### src/rtl/ssp_pkg.sv
// Purpose: Shared constants and types for the synchronous serial port (SPI mode).
// Assumes: APB slave with 8-bit byte addresses, 32-bit data, registers in the low byte.
// Notes: Overview of the behaviour is listed below.
// Overview of operation
// RULE_01: Eight bits shift out and in together.
// RULE_02: Master drives clock pin, slave reads it.
// RULE_03: Clock rate choice applies to master only.
// RULE_04: Option picks rising or falling output edge.
// RULE_05: Control low six, status top two configure; here status bit 7 (smp) is stored and read back but configures nothing.
// RULE_06: Enable bit five turns port on.
// RULE_07: Software disables before reconfiguring, then enables.
// RULE_08: Software sets pin directions per role.
// RULE_09: Slave select gates slave transfers only.
// RULE_10: Mode 0100: select high resets port logic.
// RULE_11: Slave with edge select one needs select.
// RULE_12: Write while shifting sets sticky collision flag.
// RULE_13: Word arriving over unread buffer flags overflow.
// RULE_14: Overflow is flagged in slave mode only.
// RULE_15: Software reads buffer after every word.
// RULE_16: Polarity bit sets idle clock level.
// RULE_17: Other modes: polarity bit releases or holds clock.
// RULE_18: Mode field encodes master rates and slave kinds.
package ssp_pkg;
	// Register byte addresses
	localparam logic [7:0] CTRL_OFS = 8'h14;
	localparam logic [7:0] STAT_OFS = 8'h18;
	localparam logic [7:0] BUF_OFS = 8'h1c;
	localparam logic [7:0] IRQ_STAT_OFS = 8'h20;
	localparam logic [7:0] IRQ_MASK_OFS = 8'h24;

	// Reset values
	localparam logic [7:0] CTRL_RST = 8'h00;
	localparam logic [1:0] STAT_CFG_RST = 2'h0;
	localparam logic [2:0] IRQ_RST = 3'h0;

	// Field positions
	localparam int STAT_SMP_BIT = 7;
	localparam int STAT_CKE_BIT = 6;
	localparam int STAT_FULL_BIT = 0;
	localparam int IRQ_DONE_BIT = 0;
	localparam int IRQ_WRITE_COLLISION_FLAG_BIT = 1;
	localparam int IRQ_OVF_BIT = 2;

	// Timing counts: clock half periods in pclk cycles, then the index of the last of 16 edges
	localparam logic [5:0] HALF_DIV4 = 6'h02;
	localparam logic [5:0] HALF_DIV16 = 6'h08;
	localparam logic [5:0] HALF_DIV64 = 6'h20;
	localparam logic [4:0] LAST_EDGE = 5'h0f;

	// Mode field encodings
	typedef enum logic [3:0] {
		MODE_MASTER_DIV4 = 4'b0000,
		MODE_MASTER_DIV16 = 4'b0001,
		MODE_MASTER_DIV64 = 4'b0010,
		MODE_MASTER_TMR = 4'b0011,
		MODE_SLAVE_SEL = 4'b0100,
		MODE_SLAVE_NOSEL = 4'b0101
	} ssp_mode_t;

	// Control register layout
	typedef struct packed {
		logic write_collision_flag;
		logic ovf;
		logic en;
		logic clock_polarity_bit;
		logic [3:0] mode;
	} ssp_ctrl_t;
endpackage

### src/rtl/ssp_spi_port.sv
// Purpose: Synchronous serial port in SPI mode with an APB register slave.
// Assumes: Pins come from outside pclk domain and are synchronised here.
// Notes: Serial clock from a far master is sampled, so it must run well below pclk/4.
//
// Decided for this implementation: the APB slave port.
`timescale 1ns/1ps
module ssp_spi_port (
	input wire logic pclk,
	input wire logic presetn,
	input wire logic ce,
	input wire logic psel,
	input wire logic penable,
	input wire logic pwrite,
	input wire logic [7:0] paddr,
	input wire logic [31:0] pwdata,
	output logic [31:0] prdata,
	output logic pready,
	output logic pslverr,
	input wire logic second_timer_count_tick,
	input wire logic sck_in,
	output logic sck_out,
	output logic sck_oe,
	input wire logic sdi,
	output logic sdo,
	output logic sdo_oe,
	input wire logic ss_n,
	output logic irq
);
	ssp_pkg::ssp_ctrl_t ctrl;
	logic smp;
	logic cke;
	logic full;
	logic cap_full;
	logic [7:0] rx_buf;
	logic [7:0] shift_register;
	logic rx_bit;
	logic [4:0] edge_cnt;
	logic master_run;
	logic [5:0] div_cnt;
	logic [2:0] irq_stat;
	logic [2:0] irq_mask;
	logic [2:0] pin_s1;
	logic [2:0] pin_s2;
	logic sck_prev;

	logic acc, wr, rd;
	logic ctrl_wr, stat_wr, buf_wr, buf_rd, irq_rd, mask_wr;
	logic is_master, is_slave, is_spi, ss_gate, port_on, ss_reset, slave_live;
	logic busy, write_collision_flag_ev, ovf_ev, done_ev, store_ev;
	logic m_tick, lead_ev, trail_ev, s_edge, shift_in;
	logic [5:0] half;
	logic [7:0] new_word;
	logic [31:0] next_rdata;
	logic next_err;

	// Pin synchronisers: [0] sck, [1] sdi, [2] ss_n; the first stage feeds only the second
	always_ff @(posedge pclk or negedge presetn) begin
		if (!presetn) begin
			// Clock stages start at the reset idle level so no false edge follows reset
			pin_s1 <= 3'h6;
			pin_s2 <= 3'h6;
			sck_prev <= 1'b0;
		end else if (ce) begin
			pin_s1 <= {ss_n, sdi, sck_in};
			pin_s2 <= pin_s1;
			sck_prev <= pin_s2[0];
		end
	end

	// Bus handshake terms
	assign acc = psel & penable & pready;
	assign wr = acc & pwrite;
	assign rd = acc & ~pwrite;
	assign ctrl_wr = wr && paddr == ssp_pkg::CTRL_OFS;
	assign stat_wr = wr && paddr == ssp_pkg::STAT_OFS;
	assign buf_wr = wr && paddr == ssp_pkg::BUF_OFS;
	assign mask_wr = wr && paddr == ssp_pkg::IRQ_MASK_OFS;
	assign buf_rd = rd && paddr == ssp_pkg::BUF_OFS;
	assign irq_rd = rd && paddr == ssp_pkg::IRQ_STAT_OFS;

	// Mode decode
	assign is_master = ctrl.mode <= ssp_pkg::MODE_MASTER_TMR; // RULE_18
	assign ss_gate = ctrl.mode == ssp_pkg::MODE_SLAVE_SEL; // RULE_18
	assign is_slave = ss_gate | (ctrl.mode == ssp_pkg::MODE_SLAVE_NOSEL); // RULE_18
	assign is_spi = is_master | is_slave;
	assign port_on = ctrl.en & is_spi; // RULE_06
	assign ss_reset = port_on & ss_gate & pin_s2[2]; // RULE_10
	// Select pin matters only to a slave, so a master ignores it
	assign slave_live = port_on & is_slave & ~ss_reset; // RULE_09

	// Master rate select; the timer mode toggles once per timer tick
	always_comb begin
		half = ssp_pkg::HALF_DIV4;
		if (ctrl.mode == ssp_pkg::MODE_MASTER_DIV16) begin
			half = ssp_pkg::HALF_DIV16;
		end else if (ctrl.mode == ssp_pkg::MODE_MASTER_DIV64) begin
			half = ssp_pkg::HALF_DIV64;
		end
	end
	assign m_tick = master_run & ((ctrl.mode == ssp_pkg::MODE_MASTER_TMR) ? second_timer_count_tick :
		(div_cnt == half - 6'h01)); // RULE_03

	// Edge events: leading leaves the idle level, trailing returns to it
	assign s_edge = slave_live & (pin_s2[0] != sck_prev);
	assign lead_ev = (m_tick & (sck_out == ctrl.clock_polarity_bit)) | (s_edge & (sck_prev == ctrl.clock_polarity_bit));
	assign trail_ev = (m_tick & (sck_out != ctrl.clock_polarity_bit)) | (s_edge & (sck_prev != ctrl.clock_polarity_bit));
	assign shift_in = cke ? rx_bit : pin_s2[1]; // RULE_04
	assign new_word = {shift_register[6:0], shift_in};
	assign done_ev = trail_ev && edge_cnt == ssp_pkg::LAST_EDGE;
	assign busy = is_master ? master_run : (edge_cnt != 5'h00);
	assign write_collision_flag_ev = buf_wr & busy; // RULE_12
	assign ovf_ev = done_ev & is_slave & full; // RULE_13 RULE_14
	assign store_ev = done_ev & ~ovf_ev;

	// Control register; hardware sets win over software writes
	always_ff @(posedge pclk or negedge presetn) begin
		if (!presetn) begin
			ctrl <= ssp_pkg::CTRL_RST;
		end else if (ce) begin
			if (ctrl_wr) begin
				ctrl.en <= pwdata[5];
				ctrl.clock_polarity_bit <= pwdata[4];
				ctrl.mode <= pwdata[3:0];
			end
			ctrl.write_collision_flag <= write_collision_flag_ev | (ctrl_wr ? pwdata[7] : ctrl.write_collision_flag); // RULE_12
			ctrl.ovf <= ovf_ev | (ctrl_wr ? pwdata[6] : ctrl.ovf); // RULE_13
		end
	end

	// Status configuration bits
	always_ff @(posedge pclk or negedge presetn) begin
		if (!presetn) begin
			{smp, cke} <= ssp_pkg::STAT_CFG_RST;
		end else if (ce && stat_wr) begin
			smp <= pwdata[ssp_pkg::STAT_SMP_BIT]; // RULE_05
			cke <= pwdata[ssp_pkg::STAT_CKE_BIT]; // RULE_05
		end
	end

	// Master clock divider, cleared whenever the master stands
	always_ff @(posedge pclk or negedge presetn) begin
		if (!presetn) begin
			div_cnt <= 6'h00;
		end else if (ce) begin
			if (!master_run || m_tick) begin
				div_cnt <= 6'h00;
			end else begin
				div_cnt <= div_cnt + 6'h01;
			end
		end
	end

	// Master run flag: a buffer write starts a word, the last edge ends it
	always_ff @(posedge pclk or negedge presetn) begin
		if (!presetn) begin
			master_run <= 1'b0;
		end else if (ce) begin
			if (!port_on || !is_master) begin
				master_run <= 1'b0; // RULE_07
			end else if (done_ev) begin
				master_run <= 1'b0;
			end else if (buf_wr && !busy) begin
				master_run <= 1'b1;
			end
		end
	end

	// Edge counter; select high in mode 0100 or disable resets it mid-word
	always_ff @(posedge pclk or negedge presetn) begin
		if (!presetn) begin
			edge_cnt <= 5'h00;
		end else if (ce) begin
			if (!port_on || ss_reset || done_ev) begin
				edge_cnt <= 5'h00; // RULE_10
			end else if (lead_ev || trail_ev) begin
				edge_cnt <= edge_cnt + 5'h01;
			end
		end
	end

	// Shift path: input is sampled on one clock edge, output changes on the other
	always_ff @(posedge pclk or negedge presetn) begin
		if (!presetn) begin
			shift_register <= 8'h00;
			rx_bit <= 1'b0;
			sdo <= 1'b0;
		end else if (ce) begin
			if (buf_wr && !busy) begin
				shift_register <= pwdata[7:0];
				if (cke) begin
					sdo <= pwdata[7];
				end
			end else if (trail_ev) begin
				shift_register <= new_word; // RULE_01
				if (cke) begin
					sdo <= shift_register[6]; // RULE_04
				end
			end else if (lead_ev) begin
				if (cke) begin
					rx_bit <= pin_s2[1]; // RULE_04
				end else begin
					sdo <= shift_register[7]; // RULE_04
				end
			end
		end
	end

	// Receive buffer; on overflow the shifted word is dropped
	always_ff @(posedge pclk or negedge presetn) begin
		if (!presetn) begin
			rx_buf <= 8'h00;
			full <= 1'b0;
		end else if (ce) begin
			if (store_ev) begin
				rx_buf <= new_word; // RULE_13
			end
			// Only a buffer read set up while the buffer was full empties it
			full <= store_ev | (full & ~(buf_rd & cap_full));
		end
	end

	// Serial clock pin: idle at the polarity level, driven when enabled, by a master or outside SPI with the polarity bit clear
	always_ff @(posedge pclk or negedge presetn) begin
		if (!presetn) begin
			sck_out <= 1'b0;
			sck_oe <= 1'b0;
			sdo_oe <= 1'b0;
		end else if (ce) begin
			if (!master_run) begin
				sck_out <= ctrl.clock_polarity_bit; // RULE_16
			end else if (m_tick) begin
				sck_out <= ~sck_out;
			end
			// Outside SPI, with the enable bit set, a clear polarity bit holds the clock line low
			sck_oe <= ctrl.en & (is_master | (~is_spi & ~ctrl.clock_polarity_bit)); // RULE_02 RULE_17
			sdo_oe <= port_on & (is_master | ~ss_gate | ~pin_s2[2]); // RULE_06 RULE_09
		end
	end

	// Interrupt status: reads clear only the bits they returned, so a new set survives
	always_ff @(posedge pclk or negedge presetn) begin
		if (!presetn) begin
			irq_stat <= ssp_pkg::IRQ_RST;
			irq_mask <= ssp_pkg::IRQ_RST;
			irq <= 1'b0;
		end else if (ce) begin
			irq_stat[ssp_pkg::IRQ_DONE_BIT] <= done_ev |
				(irq_stat[ssp_pkg::IRQ_DONE_BIT] & ~(irq_rd & prdata[ssp_pkg::IRQ_DONE_BIT]));
			irq_stat[ssp_pkg::IRQ_WRITE_COLLISION_FLAG_BIT] <= write_collision_flag_ev |
				(irq_stat[ssp_pkg::IRQ_WRITE_COLLISION_FLAG_BIT] & ~(irq_rd & prdata[ssp_pkg::IRQ_WRITE_COLLISION_FLAG_BIT]));
			irq_stat[ssp_pkg::IRQ_OVF_BIT] <= ovf_ev |
				(irq_stat[ssp_pkg::IRQ_OVF_BIT] & ~(irq_rd & prdata[ssp_pkg::IRQ_OVF_BIT]));
			if (mask_wr) begin
				irq_mask <= pwdata[2:0];
			end
			irq <= |(irq_stat & irq_mask);
		end
	end

	// Read data and error for the addressed register
	always_comb begin
		next_rdata = 32'h0000_0000;
		next_err = 1'b0;
		if (paddr == ssp_pkg::CTRL_OFS) begin
			next_rdata[7:0] = ctrl;
		end else if (paddr == ssp_pkg::STAT_OFS) begin
			next_rdata[ssp_pkg::STAT_SMP_BIT] = smp;
			next_rdata[ssp_pkg::STAT_CKE_BIT] = cke;
			next_rdata[ssp_pkg::STAT_FULL_BIT] = full;
		end else if (paddr == ssp_pkg::BUF_OFS) begin
			next_rdata[7:0] = rx_buf;
		end else if (paddr == ssp_pkg::IRQ_STAT_OFS) begin
			next_rdata[2:0] = irq_stat;
		end else if (paddr == ssp_pkg::IRQ_MASK_OFS) begin
			next_rdata[2:0] = irq_mask;
		end else begin
			next_err = 1'b1;
		end
	end

	// APB answer: captured in the setup cycle, ready in the first access cycle
	always_ff @(posedge pclk or negedge presetn) begin
		if (!presetn) begin
			pready <= 1'b0;
			pslverr <= 1'b0;
			prdata <= 32'h0000_0000;
			cap_full <= 1'b0;
		end else if (ce) begin
			pready <= psel & ~penable;
			if (psel && !penable) begin
				prdata <= pwrite ? 32'h0000_0000 : next_rdata;
				pslverr <= next_err;
				cap_full <= full;
			end else if (acc) begin
				pslverr <= 1'b0;
			end
		end
	end
endmodule

### config.mk
export PLATFORM = sky130hd
export DESIGN_NAME = ssp_spi_port
export DESIGN_NICKNAME = d
export VERILOG_FILES = /design/src/rtl/ssp_pkg.sv /design/src/rtl/ssp_spi_port.sv
export SDC_FILE = /design/constraint.sdc
export NUM_CORES = 1
export LEC_CHECK = 0
export BUFFER_PORTS_ARGS = -buffer_cell sky130_fd_sc_hd__buf_2
export CORE_UTILIZATION = 45
export CTS_CLUSTER_DIAMETER = 200
export DETAILED_ROUTE_END_ITERATION = 16
export HOLD_SLACK_MARGIN = 0.1
export PLACE_DENSITY = 0.66
export SYNTH_ARGS = -nofsm -noshare
export SYNTH_HDL_FRONTEND = slang
export SYNTH_SLANG_ARGS = --single-unit
### constraint.sdc
create_clock -name pclk -period 3.8 [get_ports pclk]
set_clock_uncertainty 0.05 [all_clocks]
set_input_delay 0.57 -clock pclk [delete_from_list [all_inputs] [get_ports pclk]]
set_output_delay 0.57 -clock pclk [all_outputs]
set_load 0.02 [all_outputs]
==> flow_summary.toml, run 1 <==
[critical_path]
worstPathRequired_ps = 3990
worstPathMaxFanout = 9
cp_slowest_cell = "and4_1"
r2r_start = "ctrl[3]"
crit_buf_inv = 0
cpPeakStageDelay_ps = 500
crit_path_start_kind = "flip-flop"
arrival_ps = 3160
critPathTopFamily = "simple AND/OR/NAND/NOR gates"
startpoint = "ctrl[3]"
criticalPathCategory = "flip-flop to flip-flop"
endpoint_kind = "flip-flop"
crit_chain = "nor2_2, nand4_1, o41a_1, o21ai_2, or2_1, and4_1, mux2_2"

[pwr]
power.total_mw = 1.47
powerDensity_mw_per_mm2 = 348
ir_worst_vdd_mv = 0.215
p_leak_nw = 1.92

[synth]
synth_flop_cell = "dfrtp_1"
yosys_warnings = 0
ys_seq_elements = 69
yosysUniqueCellTypes = 69
syn_area_mm2 = 0.00382
netlist_instances = 374
synth_area_per_cell_um2 = 10.2
seq_area_frac_synth_pct = 45.3
async_flop_share_pct = 100
synth_edf_count = 0

[cells_and_area]
final_cells = 525
final_net_count = 469
final_common_cell = "dfrtp_1"
drive_gt1_share_pct = 26.2
mostFrequentLayoutCells = "65 x dfrtp_1, 40 x buf_2, 31 x nand2_1"
diodes = 0
fin_area_mm2 = 0.00422
area_growth_syn_to_layout_pct = 10.5

[cts]
cts_hold_buf = 0
cts_resized = 0
clk_pin_slew_ps = 80
cts_setup_buffers = 0
h-tree-depth = 3
numCtsBuffers = 9
cts_tree = "yes"
cts-root-buf = "clkbuf_8"
cts_sinks = 69
ctsLongestPathBuffers = 2
clk_latency_ps = 350

[floorplanning]
core_area_mm2 = 0.00822
io_pins = 89
start_util_pct = 46.5
die_x_um = 94.1
die_y_um = 94.1
dieArea_mm2 = 0.00886
num_rows = 33

[timing]
timing.hold.ws_ps = 366
max_freq_ghz = 0.337
slew_viol_final = 0
fin_tns_setup_ps = 0
setup_viol = 0
hold_viol = 0
rsz0062_at_grt = "false"
tightest_slew_ps = 914
post-route-period-util_pct = 78.2
finalCriticalPeriod_ps = 2970
max_slew_margin_pct = 38.9

[global_route]
grt_usage_pct = 19.5
overflow = 0
first_global_vias = 2728
antenna_found_initial = 0
grt_pass1_wl_um = 13000
grt_max_degree = 70

[job]
drv_cap = 0

[routing]
wl_um = 8050
wl_per_cell_um = 15.3
route.vias.total = 2870
drc_errors = 0
drtAntennaViolNets = 0
drt_pass1_iterations = 4
first_iter_violations = 154
viasPerCell = 5.47

[placement]
detailed_place_hpwl_um = 5740
dp.cells = 509
portBuffers = 40
place_area_mm2 = 0.00403
routabilityCongestion = 0.905

[hold_path]
min_path_type = "input port to asynchronous set/reset pin"

[run_status]
status = "finished, final reports clean"
[power by group]
part / switching [mW] / internal (mW) / leakage, nW
Clock: 0.282 / 0.299 / 0.0987
Sequential: 0.0139 / 0.756 / 0.913
Combinational: 0.0796 / 0.0378 / 0.913
[cell type report]
type	count	area, um2
clock buffers	9	124
clock inverters	7	66.3
multi-input cells	268	1840
well taps	105	131
fillers	775	4000
flip-flops and latches	69	1730
repair buffers	46	245
inverters	21	78.8
[Yosys cell counts (2+ instances only)]
library cell,number,area [um2]
a22oi_1,4,30.0
o211ai_1,2,15.0
clkbuf_1,8,30.0
o22ai_1,6,37.5
a21o_1,3,22.5
buf_6,2,22.5
inv_1,20,75.1
nor3b_1,4,30.0
a41oi_1,2,17.5
nor4b_1,2,17.5
nand4_1,5,31.3
a221oi_1,3,26.3
or2_2,2,12.5
xor2_1,3,26.3
o21ai_0,20,100
nand2b_1,4,25.0
dfstp_2,4,105
nor2_1,22,82.6
buf_4,25,188
o2bb2ai_1,2,17.5
nand2_1,31,116
nand3_1,9,45.0
nand3b_1,2,15.0
nor4_1,3,18.8
ha_1,4,50.1
nor2b_1,4,25.0
a21oi_1,24,120
a22o_1,3,26.3
dfrtp_1,65,1630
mux2i_1,15,150
buf_2,3,15.0
and2_1,2,12.5
nor3_1,2,10.0
mux2_2,29,327
[metal layers]
layer / vias up / global-route usage [%] / share of wire [%]
met3: 12 / 4.21 / 3.9
met1: 1403 / 25.9 / 47
met5: - / 0 / 0
li1: 1377 / - / -
met4: 0 / 7.56 / 1.8
met2: 78 / 30.9 / 48
[cells by family (layout without fill, tap and decap cells)]
group / Yosys count / after routing / share of synthesized area [%]
mux: 44 / 44 / 12.5
buf+inv: 60 / 83 / 8.85
other cells: 1 / 24 / 0.0982
compound gates: 91 / 91 / 17.3
flops: 69 / 69 / 45.3
xor+xnor: 4 / 4 / 0.918
fa+ha+maj: 4 / 4 / 1.31
simple gates: 101 / 101 / 13.7
[final timing paths]
check / endpoint / slack, ps / depth (start not counted)
max: rx_buf[2] / 830 / 7
min: pslverr / 370 / 2
max reg2reg: rx_buf[2] / 830 / 7
min reg2reg: prdata[4] / 430 / 2
max in group asynchronous: sck_prev / 2760 / 2
min in group pclk: pin_s1[1] / 410 / 2
[worst reg2reg max path: cells and delay by family, from the launching register on]
kind,cells,cell delay [ps]
AO/OA/AOI/OAI,2,550
flip-flops,1,470
multiplexers,1,400
AND/OR/NAND/NOR,4,1380
[registers in the layout, indices dropped and copies added (netlist names), 3 cells and up]
| register | count |
|---|---|
| prdata | 8 |
| irq_mask | 3 |
| edge_cnt | 5 |
| shift_register | 8 |
| pin_s1 | 3 |
| ctrl | 8 |
| pin_s2 | 3 |
| div_cnt | 6 |
| rx_buf | 8 |
| irq_stat | 3 |
[through the flow]
step	util, %	setup WS, ps
finish	51.3	829
global route	51.3	678
detailed placement	49.0	888
floorplan	-	1370
global placement	49.0	929
CTS	51.3	855
Power figures use the tool's default switching activity.
==> inputs of run 2 (changes only) <==
- PLACE_DENSITY: 0.66 -> 0.68
- clock period: 3.8 -> 2.65 ns (I/O delays scaled with it)
==> flow_summary.toml, run 2 (synthesis results as in run 1) <==
[critical_path]
crit_chain = "xor2_2, a211oi_2, o2111ai_4, a2111oi_4, or2_1, and4_1, buf_6, mux2_2"
cp_slowest_cell = "dfrtp_2"
r2r_slack_ps = 120
cpPeakStageDelay_ps = 470
reg2regPathDepth = 8
worstPathRequired_ps = 2830
crit_buf_inv = 1
arrival_ps = 2710
critPathTopFamily = "compound AO/OA/AOI/OAI gates"
endpoint_kind = "flip-flop"
worstPathMaxFanout = 9
r2r_start = "ctrl[1]"
crit_path_start_kind = "flip-flop"
reg2reg_to = "rx_buf[2]"
criticalPathCategory = "flip-flop to flip-flop"

[placement]
detailed_place_hpwl_um = 6220
dpl_worst_slack_ps = 57.2
routabilityCongestion = 0.867
dp.cells = 532
portBuffers = 40

[floorplanning]
num_rows = 33
dieArea_mm2 = 0.00886
die_x_um = 94.1
io_pins = 89
die_y_um = 94.1
start_util_pct = 46.5
core_area_mm2 = 0.00822

[routing]
route.vias.total = 2968
viasPerCell = 5.40
wl_um = 8380
drc_errors = 0
drtAntennaViolNets = 0
drt_pass1_iterations = 4
first_iter_violations = 148
wl_per_cell_um = 15.2

[cells_and_area]
final_common_cell = "dfrtp_1"
final_cells = 550
diodes = 0
fillers = 750
final_net_count = 494
mostFrequentLayoutCells = "63 x dfrtp_1, 40 x buf_2, 31 x nand2_1"
drive_gt1_share_pct = 30.8
area_growth_syn_to_layout_pct = 17.6

[global_route]
grt_pass1_wl_um = 13900
overflow = 0
antenna_found_initial = 0
grt_usage_pct = 20.6
first_global_vias = 2821
grt_max_degree = 42

[timing]
post-route-period-util_pct = 95.6
fin_tns_setup_ps = 0
max_slew_margin_pct = 53.1
tightest_slew_ps = 704
hold_viol = 0
max_freq_ghz = 0.395
setup_viol = 0
slew_viol_final = 0
finalCriticalPeriod_ps = 2530
setup_slack_ps = 116

[pwr]
ir_worst_vdd_mv = 0.266
p_leak_nw = 2.06
powerDensity_mw_per_mm2 = 501

[hold_path]
min_path_type = "input port to flip-flop"
holdPathStages = 2
min_from = "sdi"
hold_end = "pin_s1[1]"

[cts]
cts_sinks = 69
numCtsBuffers = 9
ctsLongestPathBuffers = 2
clk_pin_slew_ps = 80
cts_tree = "yes"
clk_latency_ps = 350
h-tree-depth = 3
cts-root-buf = "clkbuf_8"

[run_status]
status = "finished, final reports clean"

[job]
drv_cap = 0
run 2: cell types whose count changed in the layout (fill, tap and decap cells not counted), moves of 2 or more:
| cell | change |
|---|---|
| dfrtp_1 | -2 |
| clkinv_2 | -4 |
| buf_4 | +22 |
| dfrtp_2 | +2 |
run 2: area by class of cell:
type                       count  area [um2]  share of cell area, %
inverter                      21        78.8                   1.76
sequential                    69        1730                   38.6
multi-input combinational    268        1870                   41.6
timing repair buffer          71         452                   10.1
clock buffer                  11         141                   3.15
tap                          105         131                   2.93
clock inverter                 5        83.8                   1.87
run 2: stage by stage:
step                      instance area (um2)  hold slack (ps)  utilization, %  power [mW]
after global placement                   4210              414            51.3        1.30
final                                    4490              232            54.6        2.25
after CTS                                4450              227            54.1        2.26
after floorplan                          3910             51.9               -        1.25
after global routing                     4490              232            54.6        2.33
after detailed placement                 4210              418            51.3        1.30
run 2: report_power, final:
| group | internal, mW | switching [mW] |
|---|---|---|
| Combinational | 0.0591 | 0.118 |
| Sequential | 1.08 | 0.0207 |
| Clock | 0.557 | 0.412 |
run 2: worst max-delay path by stage:
stage / startpoint / to / slack, ps / cells past startpoint
final: ctrl[1] / rx_buf[2] / 120 / 8
after global routing: ctrl[1] / rx_buf[2] / -6 / 8
after CTS: ctrl[3] / rx_buf[2] / 30 / 8
after detailed placement: ctrl[3] / rx_buf[2] / 60 / 8
after global placement: ctrl[3] / rx_buf[3] / 100 / 8
after floorplan: ctrl[3] / rx_buf[0] / 220 / 8
run 2: timing repair:
item                       CTS  global route
setup endpoints to repair    0             9
hold endpoints to repair    26             0
buffers inserted             0             1
gates resized for setup      0             7
hold buffers                 1             0
run 2: per-layer routing:
metal	up-vias	track usage (%)	wire, um
met5	-	0	0
met2	80	32.3	3980
met4	0	8.85	123
met1	1449	28.2	3890
li1	1427	-	-
met3	12	2.91	376
